**config.mk**
```make
export PLATFORM = sky130hd
export DESIGN_NAME = cog_top
export DESIGN_NICKNAME = d
export VERILOG_FILES = /design/src/rtl/cog_pkg.sv /design/src/rtl/cog_gate.sv /design/src/rtl/cog_top.sv
export SDC_FILE = /design/constraint.sdc
export NUM_CORES = 1
export LEC_CHECK = 0
export ABC_CLOCK_PERIOD_IN_PS = 1790
export BUFFER_PORTS_ARGS = -buffer_cell sky130_fd_sc_hd__buf_2
export CAP_MARGIN = 20
export CORE_ASPECT_RATIO = 1.25
export CORE_MARGIN = 1.5
export CORE_UTILIZATION = 35
export DETAILED_ROUTE_END_ITERATION = 16
export GPL_TIMING_DRIVEN = 0
export SYNTH_ARGS = -nofsm -noshare
export SYNTH_HDL_FRONTEND = slang
export SYNTH_SLANG_ARGS = --single-unit
export TNS_END_PERCENT = 100
```
**constraint.sdc**
```tcl
create_clock -name mclk -period 1.79 [get_ports mclk]
set_input_delay 0.2685 -clock mclk [delete_from_list [all_inputs] [get_ports mclk]]
set_output_delay 0.2685 -clock mclk [all_outputs]
set_load 0.02 [all_outputs]
```
**src/rtl/cog_pkg.sv**
```systemverilog
package cog_pkg;

  // output count and enable defaults
  localparam int          COG_NUM_OUT      = 9;
  localparam logic [8:0]  COG_GATE_BIT_RST = 9'h1FF;

  // restart latency window, in output clock cycles
  localparam int          COG_LAT_MIN_CYC  = 2;
  localparam int          COG_LAT_MAX_CYC  = 6;

  // clock stabilisation bound after power-up
  localparam real         COG_STABLE_MS    = 1.8;
  localparam real         COG_CLK_MHZ      = 250.0;
  localparam int          COG_STABLE_CYC   = int'(COG_STABLE_MS * COG_CLK_MHZ * 1000.0);

  // power-good / power-down pin states
  typedef enum logic [1:0]
  {
    COG_WAIT_GOOD,
    COG_RUN,
    COG_POWER_DOWN
  } cog_pwr_e;

endpackage : cog_pkg

```
**src/rtl/cog_gate.sv**
```systemverilog
`timescale 1ns/1ps
// one output gate: enable synchronised to mclk, gate updated only in low phase
module cog_gate
  import cog_pkg::*;
(
  // clock and reset
  input  wire logic mclk,
  input  wire logic rst_n,
  // control
  input  wire logic enable,
  input  wire logic phase_hi,
  // gate state
  output logic      gate_on
);

  logic sync1_q;
  logic sync1_d;
  logic sync2_q;
  logic sync2_d;
  logic gate_q;
  logic gate_d;

  // two-stage synchroniser, gate follows only while output clock is low
  always_comb
  begin
    sync1_d = enable;
    sync2_d = sync1_q;
    gate_d  = gate_q;
    if (!phase_hi)
    begin
      gate_d = sync2_q;
    end
  end

  always_ff @(posedge mclk)
  begin
    if (!rst_n)
    begin
      sync1_q <= 1'b0;
      sync2_q <= 1'b0;
      gate_q  <= 1'b0;
    end
    else
    begin
      sync1_q <= sync1_d;
      sync2_q <= sync2_d;
      gate_q  <= gate_d;
    end
  end

  assign gate_on = gate_q;

endmodule : cog_gate

```
**src/rtl/cog_top.sv**
```systemverilog
`timescale 1ns/1ps
// Overview of operation
// - before power-good, outputs off, logic alive
// - after power-good high, pin means power-down
// - power-down low disables outputs and logic
// - power-down stops outputs low, glitch-free
// - power-down release restarts within 2-6 cycles
// - output runs when pin and bit high
// - gate bits reset to enabled
// - gating stops only affected output
// - resumed pulses always full width
// - start output within 2-6 cycles
// - stop after full cycle, hold low
// - stable clocks within 1.8 ms
// - per-output bit, 0 off, 1 on
module cog_top
  import cog_pkg::*;
(
  // clock and reset
  input  wire logic                   mclk,
  input  wire logic                   rst_n,
  // system pins
  input  wire logic                   power_good_or_down_pin,
  input  wire logic [COG_NUM_OUT-1:0] out_enable_pin,
  // serial-bus gate bit writes
  input  wire logic                   gate_bits_we,
  input  wire logic [COG_NUM_OUT-1:0] gate_bits_wdata,
  // clock outputs and status
  output logic      [COG_NUM_OUT-1:0] clock_out_a,
  output logic      [COG_NUM_OUT-1:0] gate_bits,
  output logic                        power_down_n,
  output logic                        logic_alive,
  output logic                        clocks_stable
);

  cog_pwr_e               pwr_q;
  cog_pwr_e               pwr_d;
  logic                   pin_s1_q;
  logic                   pin_s2_q;
  logic [COG_NUM_OUT-1:0] bits_q;
  logic [COG_NUM_OUT-1:0] bits_d;
  logic                   phase_q;
  logic                   phase_d;
  logic [COG_NUM_OUT-1:0] gate_on;
  logic [COG_NUM_OUT-1:0] out_q;
  logic [COG_NUM_OUT-1:0] out_d;
  logic [COG_NUM_OUT-1:0] en_q;
  logic [COG_NUM_OUT-1:0] en_d;
  logic [COG_NUM_OUT-1:0] ena_pin_s1_q;
  logic [COG_NUM_OUT-1:0] ena_pin_s2_q;
  logic                   alive_q;
  logic                   alive_d;
  logic                   run_q;
  logic                   run_d;
  logic [20:0]            stab_cnt_q;
  logic [20:0]            stab_cnt_d;
  logic                   stable_q;
  logic                   stable_d;

  // pin synchronisers, pins come from outside the clock domain
  always_ff @(posedge mclk)
  begin
    if (!rst_n)
    begin
      pin_s1_q     <= 1'b0;
      pin_s2_q     <= 1'b0;
      ena_pin_s1_q <= '0;
      ena_pin_s2_q <= '0;
    end
    else
    begin
      pin_s1_q     <= power_good_or_down_pin;
      pin_s2_q     <= pin_s1_q;
      ena_pin_s1_q <= out_enable_pin;
      ena_pin_s2_q <= ena_pin_s1_q;
    end
  end

  // dual-function pin state machine
  always_comb
  begin
    pwr_d = pwr_q;
    case (pwr_q)
      COG_WAIT_GOOD:
      begin
        if (pin_s2_q)
        begin
          pwr_d = COG_RUN;
        end
      end
      COG_RUN:
      begin
        if (!pin_s2_q)
        begin
          pwr_d = COG_POWER_DOWN;
        end
      end
      COG_POWER_DOWN:
      begin
        if (pin_s2_q)
        begin
          pwr_d = COG_RUN;
        end
      end
      default:
      begin
        pwr_d = COG_WAIT_GOOD;
      end
    endcase
  end

  // serial-bus gate bits, logic is dead in power-down
  always_comb
  begin
    bits_d = bits_q;
    if (gate_bits_we && (pwr_q != COG_POWER_DOWN))
    begin
      bits_d = gate_bits_wdata;
    end
  end

  // output clock is mclk divided by two
  always_comb
  begin
    phase_d = ~phase_q;
    alive_d = (pwr_d != COG_POWER_DOWN);
    run_d   = (pwr_q == COG_RUN);
    en_d    = ena_pin_s2_q & bits_q & {COG_NUM_OUT{run_q}};
  end

  // per-output gates, each independent
  // only affected output stops
  for (genvar i = 0; i < COG_NUM_OUT; i++)
  begin : g_gate
    cog_gate cog_gate_i
    (
      .mclk     (mclk),
      .rst_n    (rst_n),
      .enable   (en_q[i]),
      .phase_hi (phase_q),
      .gate_on  (gate_on[i])
    );
  end

  // output drive: gate only changes in low phase
  always_comb
  begin
    out_d = gate_on & {COG_NUM_OUT{~phase_q}};
  end

  // stabilisation counter after power-up
  always_comb
  begin
    stab_cnt_d = stab_cnt_q;
    stable_d   = stable_q;
    if (stab_cnt_q == 21'(COG_STABLE_CYC - 1))
    begin
      stable_d = 1'b1;
    end
    else
    begin
      stab_cnt_d = stab_cnt_q + 21'h000001;
    end
  end

  always_ff @(posedge mclk)
  begin
    if (!rst_n)
    begin
      pwr_q      <= COG_WAIT_GOOD;
      bits_q     <= COG_GATE_BIT_RST;
      phase_q    <= 1'b0;
      en_q       <= '0;
      out_q      <= '0;
      alive_q    <= 1'b1;
      run_q      <= 1'b0;
      stab_cnt_q <= '0;
      stable_q   <= 1'b0;
    end
    else
    begin
      pwr_q      <= pwr_d;
      bits_q     <= bits_d;
      phase_q    <= phase_d;
      en_q       <= en_d;
      out_q      <= out_d;
      alive_q    <= alive_d;
      run_q      <= run_d;
      stab_cnt_q <= stab_cnt_d;
      stable_q   <= stable_d;
    end
  end

  assign clock_out_a   = out_q;
  assign gate_bits     = bits_q;
  assign power_down_n  = run_q;
  assign logic_alive   = alive_q;
  assign clocks_stable = stable_q;

  // outputs low once not running for seven cycles
  property p_pd_low;
    @(posedge mclk) disable iff (!rst_n)
      (!run_q) [*7] |-> (out_q == '0);
  endproperty
  a_pd_low: assert property (p_pd_low) else $error("output active while off");

  // power-down stops the logic
  property p_pd_logic;
    @(posedge mclk) disable iff (!rst_n)
      (pwr_q == COG_POWER_DOWN) |-> !alive_q;
  endproperty
  a_pd_logic: assert property (p_pd_logic) else $error("logic alive in power-down");

  // before power-good logic stays alive
  property p_wait_alive;
    @(posedge mclk) disable iff (!rst_n)
      (pwr_q == COG_WAIT_GOOD) |-> (alive_q && out_q == '0);
  endproperty
  a_wait_alive: assert property (p_wait_alive) else $error("bad pre-good state");

  // first high qualifies the pin
  property p_qualify;
    @(posedge mclk) disable iff (!rst_n)
      (pwr_q == COG_WAIT_GOOD && pin_s2_q) |=> (pwr_q == COG_RUN);
  endproperty
  a_qualify: assert property (p_qualify) else $error("pin not qualified");

  // low after qualification powers down
  property p_enter_pd;
    @(posedge mclk) disable iff (!rst_n)
      (pwr_q == COG_RUN && !pin_s2_q) |=> (pwr_q == COG_POWER_DOWN);
  endproperty
  a_enter_pd: assert property (p_enter_pd) else $error("no power-down");

  // enabled output pulses within six output cycles
  property p_start;
    @(posedge mclk) disable iff (!rst_n)
      $rose(en_q[0]) ##1 en_q[0] [*8] |-> ##[0:4] out_q[0];
  endproperty
  a_start: assert property (p_start) else $error("output start late");

  // either enable low keeps output off
  property p_gate_and;
    @(posedge mclk) disable iff (!rst_n)
      (!en_q[0]) [*6] |-> !out_q[0];
  endproperty
  a_gate_and: assert property (p_gate_and) else $error("output runs while disabled");

  // every high pulse on output 0 is exactly one cycle then low
  property p_full_pulse;
    @(posedge mclk) disable iff (!rst_n)
      $rose(out_q[0]) |=> !out_q[0];
  endproperty
  a_full_pulse: assert property (p_full_pulse) else $error("stretched pulse");

  // gate bits reset to enabled
  property p_bits_rst;
    @(posedge mclk) $rose(rst_n) |-> (bits_q == COG_GATE_BIT_RST);
  endproperty
  a_bits_rst: assert property (p_bits_rst) else $error("gate bits not default");

endmodule : cog_top

```
==> flow_summary.yaml <==
status:
  run_status: "finished clean"
floorplan:
  dieArea_sq_um: 10100
  dieWidth_um: 90.1
  die_h_um: 112
  core-area_sq_um: 9170
  ioPinCount: 43
  fp-row-count: 39
  start_util_pct: 36.2
setup_path:
  cp_cell_sequence: "ha_4, nand4_1, or3_4, or4_4, a221oi_2"
  worstSetupPathType: "flip-flop to flip-flop"
  crit_fanout: 5
  rrSetupSlack_ns: 0.04
  cp-end-kind: "flip-flop"
  slowest_delay_ns: 0.43
  start_kind: "flip-flop"
  critPathArrivalTime_ns: 2.00
  crit_slowest_cell: "or4_4"
  cp_num_buf_inv: 0
  crit_family: "simple AND/OR/NAND/NOR gates"
  crit_required_ns: 2.05
finish:
  num-fill-cells: 918
  multi_input_area_sq_um: 1260
  design_area_sq_um: 4080
  fin_nets: 403
  area.sequential_sq_um: 2040
  fin_cells: 508
  utilization_pct: 44.4
  drive_gt1_share_pct: 21.0
  n_antenna_cell: 0
  areaGrowthSynthToFinish_pct: 22.7
yosys:
  async_flop_share_pct: 0
  syn_avg_cell_area_sq_um: 10.2
  ys.warnings.count: 0
  synth-edff-count: 0
  yosysSeqAreaShare_pct: 60.9
  syn_nets: 350
  yosys-top-cells-count: "101 x dfxtp_1, 49 x and2_1, 30 x nand2_1, 20 x nor2_1, 16 x nand3_1"
  synth_top_area_share_pct: 60.9
  synth-seq-cells: 101
  synth.area.top_cells: "dfxtp_1 61%, and2_1 9.2%, nand2_1 3.4%"
  syn_inst: 327
  synth_largest_area_cell: "dfxtp_1"
  synth_cell_types: 32
  synthFlopType: "dfxtp_1"
  syn-cell-area_sq_um: 3320
  yosysMostFrequentCell: "dfxtp_1"
global_route:
  grt_max_degree: 19
  grt_usage_pct: 12.3
  grt_pass1_wl_um: 9990
  grt_pass1_vias: 2236
  antenna_found_initial: 0
  grt-ovfl-total: 0
timing:
  period_minus_slack_ns: 1.75
  slew_headroom_pct: 57.7
  tightest_slew_ns: 0.634
  rsz0062_at_grt: "yes"
  finalClockSkew_ns: 0.00514
  final-setup-viol-count: 0
  finalHoldViolations: 0
  drv_slew: 0
  timing.final.crit_share_pct: 97.7
  fmax_ghz: 0.572
drt:
  vias_per_cell: 4.52
  first_pass_iters: 4
  postRouteAntennaNets: 0
  vias: 2298
  route.detailed.drc: 0
  first_iter_violations: 80
  wl_per_cell_um: 11.0
  totalWireLength_um: 5580
cts:
  cts_buffer_depth: 2
  clkLatencyLatePin_ns: 0.34
  clkTransAtPathRegs_ns: 0.07
  cts.sinks: 101
  holdBufCountCts: 0
  h-tree-depth: 3
  root_buffer: "clkbuf_16"
  cts_buffers: 9
  cts_tree: "yes"
place:
  gp_congestion: 0.799
  placed_cells: 492
  place_area_sq_um: 3710
  place_hpwl_um: 3930
  portBuffers: 42
power_and_ir_drop:
  ir_drop_mv: 0.545
  cellPowerDensity_nw_per_um2: 1100
  seqPwrFrac_pct: 51.7
  clockPowerShare_pct: 44.5
  pwr-share-comb_pct: 3.7
  internal-power_mw: 3.50
  leakage_nw: 1.67
  switching_share_pct: 21.7
  p_sw_uw: 972
run:
  maxCapViolCount: 0
hold_path:
  hold_class: "input pin to flip-flop"
[area by class of cell]
type	instances	area share, %
sequential	101	50.1
inverter	5	0.460
clock inverter	6	1.87
multi-input combinational	205	30.9
timing repair buffer	44	5.52
tap	123	3.78
clock buffer	10	5.86
buffer	14	1.47
[worst min-delay path: cells and delay by family]
family                 cells  cell delay [ns]
AND/OR/NAND/NOR            2             0.10
buffers and inverters      1             0.07
[metrics by stage]
| stage | total power, mW | TNS, ns | setup slack, ns | hold slack [ns] |
|---|---|---|---|---|
| 2_1_floorplan | 2.47 | 0 | 0.0216 | 0.393 |
| 3_3_place_gp | 2.54 | -0.0994 | -0.0994 | 0.414 |
| 3_5_place_dp | 2.54 | -0.120 | -0.102 | 0.417 |
| 4_1_cts | 4.54 | 0 | 0.00682 | 0.121 |
| 5_1_grt | 4.66 | -0.0329 | -0.0329 | 0.125 |
| 6_report | 4.48 | 0 | 0.0408 | 0.131 |
[timing repair]
item	4_1_cts	5_1_grt
gates resized for setup	4	14
endpoints found under the setup margin	2	11
pin swaps	1	1
buffers inserted	1	1
[cells by family after synthesis]
family                   Yosys count  share of synthesized area, %
XOR/XNOR                           9                          2.37
buffers and inverters             21                          2.49
AND/OR/NAND/NOR                  159                          26.1
adder cells (fa/ha/maj)            1                         0.377
flip-flops                       101                          60.9
AO/OA/AOI/OAI                     25                          4.48
multiplexers                      11                          3.31
[state kept, by name, indices dropped and copies added (netlist names), 2 cells and up]
register and flops:
gate_bits 9, g_gate.cog_gate_i.gate_on 9, en_q 9, stab_cnt_q 21, g_gate.cog_gate_i.sync1_q 9, pwr_q 2, ena_pin_s1_q 9, clock_out_a 9
ena_pin_s2_q 9, g_gate.cog_gate_i.sync2_q 9
[per-layer routing]
layer | up-vias | share of wire [%] | track usage [%]
li1 | 1206 | - | -
met1 | 1023 | 45 | 14.5
met2 | 58 | 47 | 19.9
met3 | 11 | 4.4 | 2.94
met4 | 0 | 2.7 | 7.94
met5 | - | 0 | 0
[power by group through the flow]
stage          Clock [mW]  Sequential, mW  Combinational [mW]
2_1_floorplan           0            2.39              0.0867
3_3_place_gp            0            2.37               0.167
3_5_place_dp            0            2.37               0.170
4_1_cts              2.05            2.32               0.171
5_1_grt              2.15            2.32               0.189
6_report             1.99            2.32               0.167
[cells in the final DEF (no fill, tap or decap), drive strengths merged]
master	synthesis	layout
dfxtp	101	101
nor4	4	4
nand3	17	17
and2	49	49
or3	6	6
a31oi	1	1
nand2b	3	3
mux2i	11	11
bufinv	0	1
and3	12	12
nand2	30	30
a21oi	12	12
nand3b	1	1
o31ai	4	4
nor2	20	20
and4	1	1
a221oi	1	1
xor2	4	4
nor3	5	5
ha	1	1
nand4	7	7
clkbuf	12	22
or4	4	4
o21ai	6	6
inv	5	8
a21boi	1	1
clkinvlp	0	2
buf	4	46
xnor2	5	5
[path summary, 6_finish.rpt]
| path | startpoint | end | depth (start not counted) |
|---|---|---|---|
| max reg2reg | stab_cnt_q[0]$_SDFFE_PN0P_ | stab_cnt_q[20]$_SDFFE_PN0P_ | 5 |
| min | gate_bits_wdata[5] | gate_bits[5]$_SDFFE_PN1P_ | 3 |
| min reg2reg | pin_s2_q$_SDFF_PN0_ | pwr_q[0]$_SDFF_PN0_ | 2 |
| max | stab_cnt_q[0]$_SDFFE_PN0P_ | stab_cnt_q[20]$_SDFFE_PN0P_ | 5 |
No activity file was read; power rests on OpenSTA's default activity.
